### src/ppgc_defs.vh
// Constants for the pattern generator and checker block.
// Assumes inclusion by bare name from every design file of the block.
`ifndef PPGC_DEFS_VH
`define PPGC_DEFS_VH

// APB byte offsets
`define PPGC_OFF_CTRL     12'h000
`define PPGC_OFF_STATUS   12'h004
`define PPGC_OFF_IRQ_STAT 12'h008
`define PPGC_OFF_IRQ_MASK 12'h00c

// Control register fields
`define PPGC_CTRL_EN      0
`define PPGC_CTRL_MODE_LO 1
`define PPGC_CTRL_MODE_HI 3
`define PPGC_CTRL_W10     4
`define PPGC_CTRL_LPBK    5
`define PPGC_CTRL_TXRST   6
`define PPGC_CTRL_RXRST   7
`define PPGC_CTRL_RST     8'h00

// Status register fields
`define PPGC_ST_DONE      0
`define PPGC_ST_ERR       1
`define PPGC_ST_ACTIVE    2
`define PPGC_ST_ILLEGAL   3
`define PPGC_ST_BLOCKED   4
`define PPGC_ST_ALIGNED   5

// Interrupt status and mask fields
`define PPGC_IRQ_DONE     0
`define PPGC_IRQ_ERR      1
`define PPGC_IRQ_RST      2'h0

// Pattern modes
`define PPGC_MODE_PRBS7   3'h0
`define PPGC_MODE_PRBS8   3'h1
`define PPGC_MODE_PRBS10  3'h2
`define PPGC_MODE_PRBS23  3'h3
`define PPGC_MODE_HIFREQ  3'h4
`define PPGC_MODE_LOFREQ  3'h5

// Word aligner patterns
`define PPGC_ALIGN_PRBS7  16'h3040
`define PPGC_ALIGN_PRBS8  16'hff5a
`define PPGC_ALIGN_PRBS10 16'h03ff
`define PPGC_ALIGN_PRBS23 16'hffff

// Fixed patterns, first serial bit in bit 0
`define PPGC_HIFREQ_WORD  10'h155
`define PPGC_LOFREQ_WORD  10'h01f

// Sequence and checker counts
`define PPGC_SEED         23'h7fffff
`define PPGC_SEED_WORDS   21'h000003
`define PPGC_CYC_PRBS7    21'h000010
`define PPGC_CYC_PRBS8    21'h000020
`define PPGC_CYC_PRBS10   21'h000067
`define PPGC_ERR_HOLD     2'h3

`endif

### src/ppgc_step.v
// One word step of the sequence shift register, for generator and checker.
// Assumes the caller holds the state register; this module is combinational.
`timescale 1ns/10ps
`include "ppgc_defs.vh"
module ppgc_step (
  // Configuration
  input  wire [2:0]  i_mode,
  input  wire        i_width10,
  // State and word to shift in
  input  wire [22:0] i_state,
  input  wire [9:0]  i_word,
  // Results
  output wire [9:0]  o_pred,
  output wire [22:0] o_next
);

  function fb_bit;
    input [2:0]  mode;
    input [22:0] st;
    begin
      case (mode)
        `PPGC_MODE_PRBS7:  fb_bit = st[6] ^ st[5];
        `PPGC_MODE_PRBS8:  fb_bit = st[7] ^ st[6];
        `PPGC_MODE_PRBS10: fb_bit = st[9] ^ st[6];
        default:           fb_bit = st[22] ^ st[17];
      endcase
    end
  endfunction

  // Serial bits advance one at a time, bit 0 sent first
  function [9:0] pred_word;
    input [2:0]  mode;
    input        w10;
    input [22:0] st;
    integer      i;
    reg   [22:0] s;
    reg          b;
    begin
      s = st;
      pred_word = 10'h000;
      for (i = 0; i < 10; i = i + 1) begin
        if (i < 8 || w10) begin
          b = fb_bit(mode, s);
          pred_word[i] = b;
          s = {s[21:0], b};
        end
      end
      if (mode == `PPGC_MODE_HIFREQ)
        pred_word = w10 ? `PPGC_HIFREQ_WORD : (`PPGC_HIFREQ_WORD & 10'h0ff);
      else if (mode == `PPGC_MODE_LOFREQ)
        pred_word = `PPGC_LOFREQ_WORD;
    end
  endfunction

  function [22:0] shift_in;
    input        w10;
    input [22:0] st;
    input [9:0]  word;
    integer      i;
    begin
      shift_in = st;
      for (i = 0; i < 10; i = i + 1) begin
        if (i < 8 || w10)
          shift_in = {shift_in[21:0], word[i]};
      end
    end
  endfunction

  assign o_pred = pred_word(i_mode, i_width10, i_state);
  assign o_next = shift_in(i_width10, i_state, i_word);

endmodule

### src/ppgc_err_hold.v
// Error flag of the checker with minimum hold and per-sequence clearing.
// Assumes i_seq_end pulses on the last word of each received sequence.
`timescale 1ns/10ps
`include "ppgc_defs.vh"
module ppgc_err_hold (
  // Clock and reset
  input  wire i_ref_clk,
  input  wire i_rst,
  // Events
  input  wire i_enable,
  input  wire i_mismatch,
  input  wire i_seq_end,
  // Flag
  output reg  o_err
);

  reg [1:0] hold;
  reg       seq_bad;

  always @(posedge i_ref_clk) begin
    if (i_rst || !i_enable) begin
      o_err   <= 1'b0;
      hold    <= 2'h0;
      seq_bad <= 1'b0;
    end else begin
      if (i_mismatch) begin
        o_err <= 1'b1;
        hold  <= `PPGC_ERR_HOLD;
      end else begin
        if (hold != 2'h0)
          hold <= hold - 2'h1;
        if (i_seq_end && !seq_bad && hold == 2'h0)
          o_err <= 1'b0;
      end
      if (i_seq_end)
        seq_bad <= i_mismatch;
      else
        seq_bad <= seq_bad | i_mismatch;
    end
  end

endmodule

### src/ppgc_top.v
// Pattern generator and checker for one transceiver channel, APB registers.
// Assumes the serializer takes o_ser_data each clock and the word aligner
// drives i_rx_data and i_rx_aligned on the same clock.
`timescale 1ns/10ps
`include "ppgc_defs.vh"
module ppgc_top #(
  parameter [20:0] P_PRBS23_CYCLE_WORDS = 21'h100000
) (
  // Clock and reset
  input  wire        i_ref_clk,
  input  wire        i_rst,
  // APB slave
  input  wire        i_psel,
  input  wire        i_penable,
  input  wire        i_pwrite,
  input  wire [11:0] i_paddr,
  input  wire [31:0] i_pwdata,
  output reg  [31:0] o_prdata,
  output wire        o_pready,
  output reg         o_pslverr,
  // Channel configuration
  input  wire        i_basic_mode,
  // Transmit coding layer
  input  wire [9:0]  i_tx_data,
  output reg  [9:0]  o_ser_data,
  output wire        o_tx_width10,
  // Receive coding layer
  input  wire [9:0]  i_rx_data,
  input  wire        i_rx_aligned,
  output reg  [15:0] o_align_pattern,
  output wire        o_serial_loopback,
  // Status
  output wire        o_rx_done,
  output wire        o_rx_err,
  output wire        o_irq
);

  localparam [3:0] CK_IDLE = 4'h1;
  localparam [3:0] CK_SEED = 4'h2;
  localparam [3:0] CK_HUNT = 4'h4;
  localparam [3:0] CK_DONE = 4'h8;

  // Registers
  reg  [7:0]  ctrl;
  reg  [1:0]  irq_stat;
  reg  [1:0]  irq_mask;
  reg  [1:0]  next_irq_stat;

  // Generator
  reg  [22:0] gen_state;
  wire [9:0]  gen_word;
  wire [22:0] gen_next;

  // Checker
  reg  [3:0]  ck_state;
  reg  [3:0]  next_ck_state;
  reg  [20:0] ck_cnt;
  reg  [20:0] next_ck_cnt;
  reg  [22:0] ck_hist;
  wire [9:0]  ck_pred;
  wire [22:0] ck_next;
  wire        ck_err;
  reg         done_q;
  reg         err_q;

  // Control decode
  wire [2:0]  mode;
  wire        w10;
  wire        legal;
  wire        active;
  wire        checkable;
  wire        tx_rst;
  wire        rx_rst;
  wire [9:0]  rx_mask;
  wire [9:0]  rx_word;
  wire        mismatch;
  wire [20:0] cyc_words;
  wire        cyc_last;
  wire        seq_end;

  // APB decode
  wire        setup;
  wire        wr;
  wire        mapped;
  wire [1:0]  w1c;

  function mode_legal;
    input [2:0] m;
    input       wide;
    begin
      case (m)
        `PPGC_MODE_PRBS7:  mode_legal = !wide;
        `PPGC_MODE_PRBS8:  mode_legal = !wide;
        `PPGC_MODE_PRBS10: mode_legal = wide;
        `PPGC_MODE_PRBS23: mode_legal = !wide;
        `PPGC_MODE_HIFREQ: mode_legal = 1'b1;
        `PPGC_MODE_LOFREQ: mode_legal = wide;
        default:           mode_legal = 1'b0;
      endcase
    end
  endfunction

  function [20:0] cycle_words;
    input [2:0] m;
    begin
      case (m)
        `PPGC_MODE_PRBS7:  cycle_words = `PPGC_CYC_PRBS7;
        `PPGC_MODE_PRBS8:  cycle_words = `PPGC_CYC_PRBS8;
        `PPGC_MODE_PRBS10: cycle_words = `PPGC_CYC_PRBS10;
        default:           cycle_words = P_PRBS23_CYCLE_WORDS;
      endcase
    end
  endfunction

  function is_off;
    input [11:0] addr;
    input [11:0] off;
    begin
      is_off = (addr == off);
    end
  endfunction

  assign mode      = ctrl[`PPGC_CTRL_MODE_HI:`PPGC_CTRL_MODE_LO];
  assign w10       = ctrl[`PPGC_CTRL_W10];
  assign legal     = mode_legal(mode, w10);
  // Test only runs in basic functional mode with a legal pattern
  assign active    = ctrl[`PPGC_CTRL_EN] & i_basic_mode & legal;
  assign checkable = active & ~mode[2];
  assign tx_rst    = i_rst | ctrl[`PPGC_CTRL_TXRST] | ~active;
  assign rx_rst    = i_rst | ctrl[`PPGC_CTRL_RXRST] | ~checkable;

  assign o_tx_width10      = w10;
  assign o_serial_loopback = ctrl[`PPGC_CTRL_LPBK] & active;

  // ---------------- APB slave ----------------
  assign setup    = i_psel & ~i_penable;
  assign o_pready = i_psel & i_penable;
  assign wr       = o_pready & i_pwrite;
  assign mapped   = is_off(i_paddr, `PPGC_OFF_CTRL) |
                    is_off(i_paddr, `PPGC_OFF_STATUS) |
                    is_off(i_paddr, `PPGC_OFF_IRQ_STAT) |
                    is_off(i_paddr, `PPGC_OFF_IRQ_MASK);
  assign w1c      = (wr && is_off(i_paddr, `PPGC_OFF_IRQ_STAT)) ?
                    i_pwdata[1:0] : 2'h0;

  // Read data and error are captured in setup, valid in access
  always @(posedge i_ref_clk) begin
    if (i_rst) begin
      o_prdata  <= 32'h00000000;
      o_pslverr <= 1'b0;
    end else if (setup) begin
      o_pslverr <= ~mapped;
      o_prdata  <= 32'h00000000;
      if (!i_pwrite) begin
        if (is_off(i_paddr, `PPGC_OFF_CTRL))
          o_prdata <= {24'h000000, ctrl};
        else if (is_off(i_paddr, `PPGC_OFF_STATUS))
          o_prdata <= {26'h0000000, i_rx_aligned,
                       ctrl[`PPGC_CTRL_EN] & ~i_basic_mode,
                       ctrl[`PPGC_CTRL_EN] & ~legal,
                       active, o_rx_err, o_rx_done};
        else if (is_off(i_paddr, `PPGC_OFF_IRQ_STAT))
          o_prdata <= {30'h00000000, irq_stat};
        else if (is_off(i_paddr, `PPGC_OFF_IRQ_MASK))
          o_prdata <= {30'h00000000, irq_mask};
      end
    end
  end

  always @(posedge i_ref_clk) begin
    if (i_rst) begin
      ctrl     <= `PPGC_CTRL_RST;
      irq_mask <= `PPGC_IRQ_RST;
    end else if (wr) begin
      if (is_off(i_paddr, `PPGC_OFF_CTRL))
        ctrl <= i_pwdata[7:0];
      if (is_off(i_paddr, `PPGC_OFF_IRQ_MASK))
        irq_mask <= i_pwdata[1:0];
    end
  end

  // ---------------- Interrupts ----------------
  // A new event in the clearing cycle stays set
  always @* begin
    next_irq_stat = irq_stat & ~w1c;
    if (o_rx_done && !done_q)
      next_irq_stat[`PPGC_IRQ_DONE] = 1'b1;
    if (o_rx_err && !err_q)
      next_irq_stat[`PPGC_IRQ_ERR] = 1'b1;
  end

  always @(posedge i_ref_clk) begin
    if (i_rst) begin
      irq_stat <= `PPGC_IRQ_RST;
      done_q   <= 1'b0;
      err_q    <= 1'b0;
    end else begin
      irq_stat <= next_irq_stat;
      done_q   <= o_rx_done;
      err_q    <= o_rx_err;
    end
  end

  assign o_irq = |(irq_stat & irq_mask);

  // ---------------- Generator ----------------
  ppgc_step u_gen_step (
    .i_mode    (mode),
    .i_width10 (w10),
    .i_state   (gen_state),
    .i_word    (gen_word),
    .o_pred    (gen_word),
    .o_next    (gen_next)
  );

  // Free-running register wraps through the full sequence
  always @(posedge i_ref_clk) begin
    if (tx_rst)
      gen_state <= `PPGC_SEED;
    else
      gen_state <= gen_next;
  end

  // Pattern takes the place of coded data ahead of the serializer
  always @(posedge i_ref_clk) begin
    if (i_rst)
      o_ser_data <= 10'h000;
    else if (active)
      o_ser_data <= gen_word;
    else
      o_ser_data <= i_tx_data;
  end

  // Aligner pattern for the selected sequence
  always @(posedge i_ref_clk) begin
    if (i_rst) begin
      o_align_pattern <= 16'h0000;
    end else begin
      case (mode)
        `PPGC_MODE_PRBS7:  o_align_pattern <= `PPGC_ALIGN_PRBS7;
        `PPGC_MODE_PRBS8:  o_align_pattern <= `PPGC_ALIGN_PRBS8;
        `PPGC_MODE_PRBS10: o_align_pattern <= `PPGC_ALIGN_PRBS10;
        `PPGC_MODE_PRBS23: o_align_pattern <= `PPGC_ALIGN_PRBS23;
        default:           o_align_pattern <= 16'h0000;
      endcase
    end
  end

  // ---------------- Checker ----------------
  assign rx_mask   = w10 ? 10'h3ff : 10'h0ff;
  assign rx_word   = i_rx_data & rx_mask;
  assign mismatch  = i_rx_aligned && (rx_word != ck_pred);
  assign cyc_words = cycle_words(mode);
  assign cyc_last  = (ck_cnt == cyc_words - 21'h000001);
  assign seq_end   = (ck_state == CK_DONE) && cyc_last;

  ppgc_step u_ck_step (
    .i_mode    (mode),
    .i_width10 (w10),
    .i_state   (ck_hist),
    .i_word    (rx_word),
    .o_pred    (ck_pred),
    .o_next    (ck_next)
  );

  // History of received bits predicts the next word
  always @(posedge i_ref_clk) begin
    if (rx_rst)
      ck_hist <= 23'h000000;
    else if (i_rx_aligned)
      ck_hist <= ck_next;
  end

  always @* begin
    next_ck_state = ck_state;
    next_ck_cnt   = ck_cnt;
    case (ck_state)
      CK_IDLE: begin
        next_ck_cnt = 21'h000000;
        if (i_rx_aligned)
          next_ck_state = CK_SEED;
      end
      CK_SEED: begin
        if (!i_rx_aligned) begin
          next_ck_state = CK_IDLE;
        end else if (ck_cnt == `PPGC_SEED_WORDS - 21'h000001) begin
          next_ck_state = CK_HUNT;
          next_ck_cnt   = 21'h000000;
        end else begin
          next_ck_cnt = ck_cnt + 21'h000001;
        end
      end
      CK_HUNT: begin
        if (!i_rx_aligned) begin
          next_ck_state = CK_IDLE;
        end else if (mismatch) begin
          next_ck_state = CK_SEED;
          next_ck_cnt   = 21'h000000;
        end else if (cyc_last) begin
          next_ck_state = CK_DONE;
          next_ck_cnt   = 21'h000000;
        end else begin
          next_ck_cnt = ck_cnt + 21'h000001;
        end
      end
      CK_DONE: begin
        // Done stays until the receive reset
        next_ck_cnt = cyc_last ? 21'h000000 : ck_cnt + 21'h000001;
      end
      default: begin
        next_ck_state = CK_IDLE;
        next_ck_cnt   = 21'h000000;
      end
    endcase
  end

  always @(posedge i_ref_clk) begin
    if (rx_rst) begin
      ck_state <= CK_IDLE;
      ck_cnt   <= 21'h000000;
    end else begin
      ck_state <= next_ck_state;
      ck_cnt   <= next_ck_cnt;
    end
  end

  ppgc_err_hold u_err_hold (
    .i_ref_clk  (i_ref_clk),
    .i_rst      (rx_rst),
    .i_enable   (ck_state == CK_DONE),
    .i_mismatch (mismatch),
    .i_seq_end  (seq_end),
    .o_err      (ck_err)
  );

  assign o_rx_done = (ck_state == CK_DONE);
  assign o_rx_err  = ck_err;

endmodule

### config.mk
export PLATFORM = sky130hd
export DESIGN_NAME = ppgc_top
export DESIGN_NICKNAME = d
export VERILOG_FILES = /design/src/ppgc_step.v /design/src/ppgc_err_hold.v /design/src/ppgc_top.v
export VERILOG_INCLUDE_DIRS = /design/src
export SDC_FILE = /design/constraint.sdc
export NUM_CORES = 1
export LEC_CHECK = 0
export BUFFER_PORTS_ARGS = -buffer_cell sky130_fd_sc_hd__buf_4
export CAP_MARGIN = 20
export CORE_MARGIN = 8
export CORE_UTILIZATION = 30
export DETAILED_ROUTE_END_ITERATION = 10
export GPL_TIMING_DRIVEN = 0
export HOLD_SLACK_MARGIN = 0.03
export PLACE_DENSITY = 0.48
export SYNTH_ARGS = -nofsm -noshare
export SYNTH_HDL_FRONTEND = slang
export SYNTH_SLANG_ARGS = --single-unit
### constraint.sdc
create_clock -name i_ref_clk -period 3.75 [get_ports i_ref_clk]
set_input_delay 0.375 -clock i_ref_clk [delete_from_list [all_inputs] [get_ports i_ref_clk]]
set_output_delay 0.375 -clock i_ref_clk [all_outputs]
set_load 0.01 [all_outputs]
== Word level (Yosys, flattened, before mapping) ==
Cells that the tools add are included.

* Word-level logic and storage cells: 224
* RAM bits: 0
* Memory bits (read-only): 0
* Latch bits: 0
* Register bits after elaboration: 148
* Memories kept: 0
* Bits of input ports: 71

* $add $sub $neg: 3
* Equality and inequality tests: 20
* Multiplexer cells: 66
* Bitwise operators: 93
* Divide/modulo/power cells: 0
* Order comparisons: 0
* $mul: 0
* Reduce and logical (&&, ||, !) cells: 26
* Shift operators: 0

{| class="wikitable"
|+ Operator list
! cell !! count
|-
| $mux 23 || 6
|-
| $pmux 21 s3 || 2
|-
| $mux 21 || 5
|-
| $pmux 16 s4 || 1
|-
| $xor 1x1->1 || 64
|-
| $pmux 1 s3 || 21
|-
| $mux 10 || 6
|-
| $eq 12x4->1 const B || 2
|-
| $mux 4 || 6
|-
| $add 21x1->21 const B || 1
|-
| $eq 21x2->1 const B || 1
|-
| $eq 21x21->1 || 1
|-
| $sub 21x1->21 const B || 1
|-
| $mux 8 || 2
|-
| $pmux 4 s4 || 1
|-
| $eq 12x3->1 const B || 1
|-
| $logic_not 12->1 || 1
|-
| $and 10x10->10 || 1
|-
| $mux 2 || 5
|-
| $ne 10x10->1 || 1
|-
| $and 1x1->1 || 9
|-
| $mux 1 || 9
|-
| $mux 9 || 1
|-
| $not 1->1 || 8
|-
| other kinds (25) || 52
|}

== Logic depth before layout (Yosys ltp) ==
* Word-level depth: 15
* Gate-level depth with buffers: 15
* Gate-level depth less buffers: 10

== Hierarchy ==
Synthesis repeated with hierarchy kept, for this count alone.

* Cell total of the unflattened synthesis: 855
* Area total of the unflattened synthesis: 7,285.7 um^2

{| class="wikitable"
|+ By module, submodules not included
! module !! cells each !! times used !! sequential area each (um^2) !! area each (um^2)
|-
| ppgc_top || 560 || 1 || 2,182.1 || 5,064.9
|-
| ppgc_step || 138 || 2 || 0.0 || 1,021.0
|-
| ppgc_err_hold || 19 || 1 || 80.1 || 178.9
|}

== Worst setup path before layout ==
OpenSTA, ideal clock, no wires.

* Kind: reg-to-reg
* Start: reg ctrl[2]
* End: reg ck_cnt[12]
* Stages on the path, launching flop included: 13
* Setup time: 128 ps
* Buffers on the path: 3
* Arrival time: 2,711 ps
* Setup slack: 910 ps
* Clock period less this slack: 2,840 ps
* Cells stage by stage: dfxtp_1 > buf_6 > buf_6 > mux2i_1 > mux2_4 > or4_1 > mux2_2 > nand4_2 > nor4_4 > or3_4 > buf_6 > o2111ai_2 > o211ai_2

* Word-level cells in the longest chain between the ends: 13
* Elaborated cells between the ends (all ways): 45
* Those cells by class: 1 x add/sub; 7 x eq/ne; 21 x mux; 12 x bitwise; 4 x reduce/logical

{| class="wikitable"
|+ Ends and longest elaborated chain
! element !! RTL line !! source
|-
| from (decl) || ppgc_top.v:44 || <nowiki>reg [7:0] ctrl;</nowiki>
|-
| from (signal assigned) || ppgc_top.v:172 || <nowiki>ctrl <= `PPGC_CTRL_RST;</nowiki>
|-
| from (signal assigned) || ppgc_top.v:176 || <nowiki>ctrl <= i_pwdata[7:0];</nowiki>
|-
| branches (longest 13 deep; another with $sub 21x1->21) || - ||
|-
| to (signal assigned) || ppgc_top.v:323 || <nowiki>ck_cnt <= next_ck_cnt;</nowiki>
|-
| to (decl) || ppgc_top.v:57 || <nowiki>reg [20:0] ck_cnt;</nowiki>
|}

Several ways; the timed one is not identified. The select of a mux whose other input is x is not followed.
A chain may end at the register's enable or synchronous reset.

== Final worst setup path ==
* Start: reg ctrl[1]
* End: reg o_ser_data[9]

* Word-level cells in the longest chain between the ends: 9
* Elaborated cells between the ends (all ways): 23
* Those cells by class: 5 x eq/ne; 11 x mux; 4 x bitwise; 3 x reduce/logical

{| class="wikitable"
|+ Ends and longest elaborated chain
! element !! RTL line !! source
|-
| $eq 3x2->1, or another cell as far along || ppgc_step.v:21, ppgc_top.v:91 ||
|-
| $pmux 1 s3 || ppgc_step.v:21 || <nowiki>case (mode)</nowiki>
|-
| $mux 23 || ppgc_step.v:42 || <nowiki>if (i < 8 || w10) begin</nowiki>
|-
| $xor 1x1->1, on equally long branches || ppgc_step.v:24, ppgc_step.v:22, ppgc_step.v:23 ||
|-
| $pmux 1 s3 || ppgc_step.v:21 ||
|-
| $mux 1 || ppgc_step.v:42 ||
|-
| $mux 10 || ppgc_step.v:50 || <nowiki>else if (mode == `PPGC_MODE_LOFREQ)</nowiki>
|-
| $mux 10 || ppgc_step.v:48 || <nowiki>if (mode == `PPGC_MODE_HIFREQ)</nowiki>
|-
| $mux 10 (*) || ppgc_top.v:228 || <nowiki>else if (active)</nowiki>
|-
| to (signal assigned) || ppgc_top.v:229 || <nowiki>o_ser_data <= gen_word;</nowiki>
|-
| to (signal assigned) || ppgc_top.v:231 || <nowiki>o_ser_data <= i_tx_data;</nowiki>
|-
| to (decl) || ppgc_top.v:25 || <nowiki>output reg [9:0] o_ser_data,</nowiki>
|}

Mark *: on every way between the ends. The rest lies on a longest branch, timed or not.

==> impl_metrics.py <==
metrics = {
    "sta": {
        "drv_slew": 0,
        "slew-limit-headroom_pct": 43.4,
        "finalCritPeriodShare_pct": 91.7,
        "setup_viol": 0,
        "finalHoldViolations": 0,
        "fin_crit_ps": 3440,
        "max_freq_ghz": 0.291,
        "rsz0062_at_grt": "false",
        "skew_ps": 9.18,
        "finalSetupTns_ps": 0,
        "worst_pin_slew_ps": 849,
    },
    "cts": {
        "cts_tree": "yes",
        "clock_latency_ps": 420,
        "clk_pin_slew_ps": 60,
        "htree_levels": 4,
        "clock-sinks": 113,
        "root_buffer": "clkbuf_16",
        "cts_buffer_depth": 2,
        "cts_buffers": 17,
    },
    "yosys": {
        "synthFlopType": "dfxtp_1",
        "ys_top_cells_by_count": "dfxtp_1, nor2_1, nand2_1, mux2i_1, clkbuf_1",
        "ys_seq_area_share_pct": 31.9,
        "postSynthAreaPerCell_sq_um": 8.17,
        "synth_area_leader_cell": "dfxtp_1",
        "ys_types": 79,
        "ys_warn_count": 0,
        "syn_inst": 867,
        "netlist_area_sq_um": 7090,
        "yosys-top-cells-area": "dfxtp_1, mux2i_1, nor2_1",
        "ys_seq_elements": 113,
        "synthMostInstantiatedCell": "dfxtp_1",
        "async_flop_share_pct": 0,
        "synth-edff-count": 0,
        "synth_top_area_share_pct": 31.9,
    },
    "global_route": {
        "use_met2_pct": 24.9,
        "use_met1_pct": 23.1,
        "grt_pass1_wl_um": 37400,
        "grt_pass1_vias": 6566,
        "grt_max_degree": 17,
        "use_met3_pct": 3.21,
        "grt.busiest_layer": "met2",
        "antenna_found_initial": 0,
        "grt_usage_pct": 16.5,
        "grt-ovfl-total": 0,
    },
    "setup_path": {
        "worstPathArrival_ps": 3730,
        "regToRegStartpoint": "ctrl[1]$_SDFFE_PP0P_",
        "crit_path_end_kind": "flip-flop",
        "worst_r2r_path_depth": 13,
        "startpoint_type": "flip-flop",
        "crit_family": "compound AO/OA/AOI/OAI gates",
        "crit_fanout": 10,
        "worst-path-buf-inv": 3,
        "slowest_stage": "nor3_1",
        "required_ps": 4040,
        "setup.worst_path.class": "flip-flop to flip-flop",
        "rrSetupSlack_ps": 310,
        "cp_common_cell": "o21ai_0",
        "crit_chain": "buf_6, buf_4, buf_2, nor3_1, a221oi_1, o221ai_1, o21ai_0, o22a_1, nand3b_1, nand2_1, o21ai_0, o21ai_0, nor2b_1",
        "r2r_end": "o_ser_data[9]$_SDFF_PP0_",
        "critPathMaxStageDelay_ps": 660,
    },
    "layout": {
        "area_growth_syn_to_layout_pct": 24.6,
        "drive_above_1_share_pct": 20.8,
        "n_antenna_cell": 0,
        "nNetsFinal": 1069,
    },
    "routing": {
        "dr.pass1.iters": 5,
        "wl_um": 23800,
        "route.detailed.drc": 0,
        "drt_iter0_markers": 460,
        "viasPerCell": 5.11,
        "routedWlPerCell_um": 17.9,
        "final_antenna_net_count": 0,
        "vias": 6781,
    },
    "status": {
        "outcome": "complete, no violations",
    },
    "die": {
        "core_sq_um": 23300,
        "initial_core_util_pct": 30.4,
        "die-area_sq_um": 28800,
        "io_pins": 136,
        "fp.dieH_um": 170,
        "row_count": 56,
        "die_w_um": 170,
    },
    "min_path": {
        "hold_path.class": "primary input to flip-flop",
        "hold_path_startpoint": "i_rst",
        "whs_path_depth": 2,
        "holdPathEnd": "o_align_pattern[6]$_SDFF_PP0_",
    },
    "place": {
        "dp_hpwl_um": 18100,
        "port_buffers": 85,
        "routabilityCongestion": 0.915,
    },
    "pwr": {
        "ir_drop_mv": 0.203,
        "p_per_area_nw_per_um2": 346,
        "power_w": 0.00305,
        "p_leak_nw": 3.32,
    },
    "run": {
        "maxCapViolations": 0,
    },
}
-- report_power, final --
group / switching [W] / internal, W
Combinational: 0.0000839 / 0.0000771
Clock: 0.000585 / 0.00110
Sequential: 0.00000228 / 0.00121
Total: 0.000671 / 0.00238
-- worst register-to-register path, cell delays in order (launching register included) --
cell and delay (ps):
dfxtp_1 400, buf_6 190, buf_4 180, buf_2 220
nor3_1 660, a221oi_1 160, o221ai_1 180, o21ai_0 290
o22a_1 320, nand3b_1 80, nand2_1 50, o21ai_0 320
o21ai_0 120, nor2b_1 140
-- registers in the layout, indices dropped and copies added, names as in the netlist --
name / cells
done_q: 1
gen_state: 23
u_err_hold.hold: 2
o_prdata: 8
o_pslverr: 1
ctrl: 8
u_err_hold.o_err: 1
u_err_hold.seq_bad: 1
ck_hist: 23
irq_stat: 2
irq_mask: 2
err_q: 1
o_align_pattern: 5
ck_state: 4
o_ser_data: 10
ck_cnt: 21
-- worst max path at each step --
stage	startpoint	to	slack, ps	depth (start not counted)
3_3_place_gp	ctrl[1]$_SDFFE_PP0P_	o_ser_data[9]$_SDFF_PP0_	250	13
3_5_place_dp	ctrl[1]$_SDFFE_PP0P_	o_ser_data[9]$_SDFF_PP0_	260	13
6_report	ctrl[1]$_SDFFE_PP0P_	o_ser_data[9]$_SDFF_PP0_	310	13
4_1_cts	ctrl[1]$_SDFFE_PP0P_	o_ser_data[9]$_SDFF_PP0_	260	13
5_1_grt	ctrl[1]$_SDFFE_PP0P_	o_ser_data[9]$_SDFF_PP0_	30	13
2_1_floorplan	ctrl[2]$_SDFFE_PP0P_	ck_cnt[12]$_SDFFE_PP0P_	910	12
-- per-layer routing --
layer  vias up  routed length, um
met1      3232              11600
met2       204              10400
met5         -                  0
met3        24               1370
met4         0                373
li1       3321                  -
-- cells by family (layout without fill, tap and decap cells) --
| logic type | after synthesis | count (layout) | share of synthesized area, % |
|---|---|---|---|
| other | 1 | 24 | 0.0529 |
| XOR/XNOR | 54 | 54 | 6.89 |
| AO/OA/AOI/OAI | 206 | 206 | 20.3 |
| multiplexers | 66 | 66 | 9.80 |
| adder cells (fa/ha/maj) | 3 | 3 | 0.530 |
| AND/OR/NAND/NOR | 303 | 303 | 21.5 |
| buffers and inverters | 121 | 239 | 9.11 |
| flip-flops | 113 | 113 | 31.9 |
-- cell type report --
class | count | area (sq um)
Fill cell | 2481 | 14500
Multi-Input combinational cell | 656 | 4270
Sequential cell | 113 | 2260
Timing Repair Buffer | 86 | 646
Buffer | 106 | 591
Clock buffer | 23 | 478
Tap cell | 319 | 399
Clock inverter | 9 | 130
Inverter | 15 | 56.3
-- timing repair --
| item | in CTS | in global routing |
|---|---|---|
| endpoints found under the setup margin | 0 | 2 |
| gates resized for setup | 0 | 3 |
| setup buffers | 0 | 0 |
| hold buffers | 0 | 0 |
-- layout by cell type (no fill, tap or decap), types with 9 or more instances in the layout --
cell type  instances
a21oi_1           35
clkbuf_16         17
inv_1             14
buf_2             14
xnor2_1           23
clkbuf_1          44
nand4_1           11
o211ai_1          13
nor3_1            30
buf_4            124
mux2i_1           60
nand2b_1           9
nor2b_1           11
a31oi_1           18
dfxtp_1          113
a211oi_1          33
nand3_1           26
a22oi_1           11
conb_1            24
nand2_1           78
xor2_1            30
o21ai_0           31
nor2_1            88
-- metrics by stage --
stage	util (%)	worst slack, ps	area (sq um)	hold slack, ps	cells
6_report	37.9	311	8830	175	1327
5_1_grt	37.9	34.5	8830	177	1327
3_5_place_dp	35.2	262	8220	451	1295
2_1_floorplan	-	910	7170	431	890
4_1_cts	37.8	256	8830	160	1327
3_3_place_gp	35.2	253	8210	440	1294
Power figures use the tool's default switching activity.
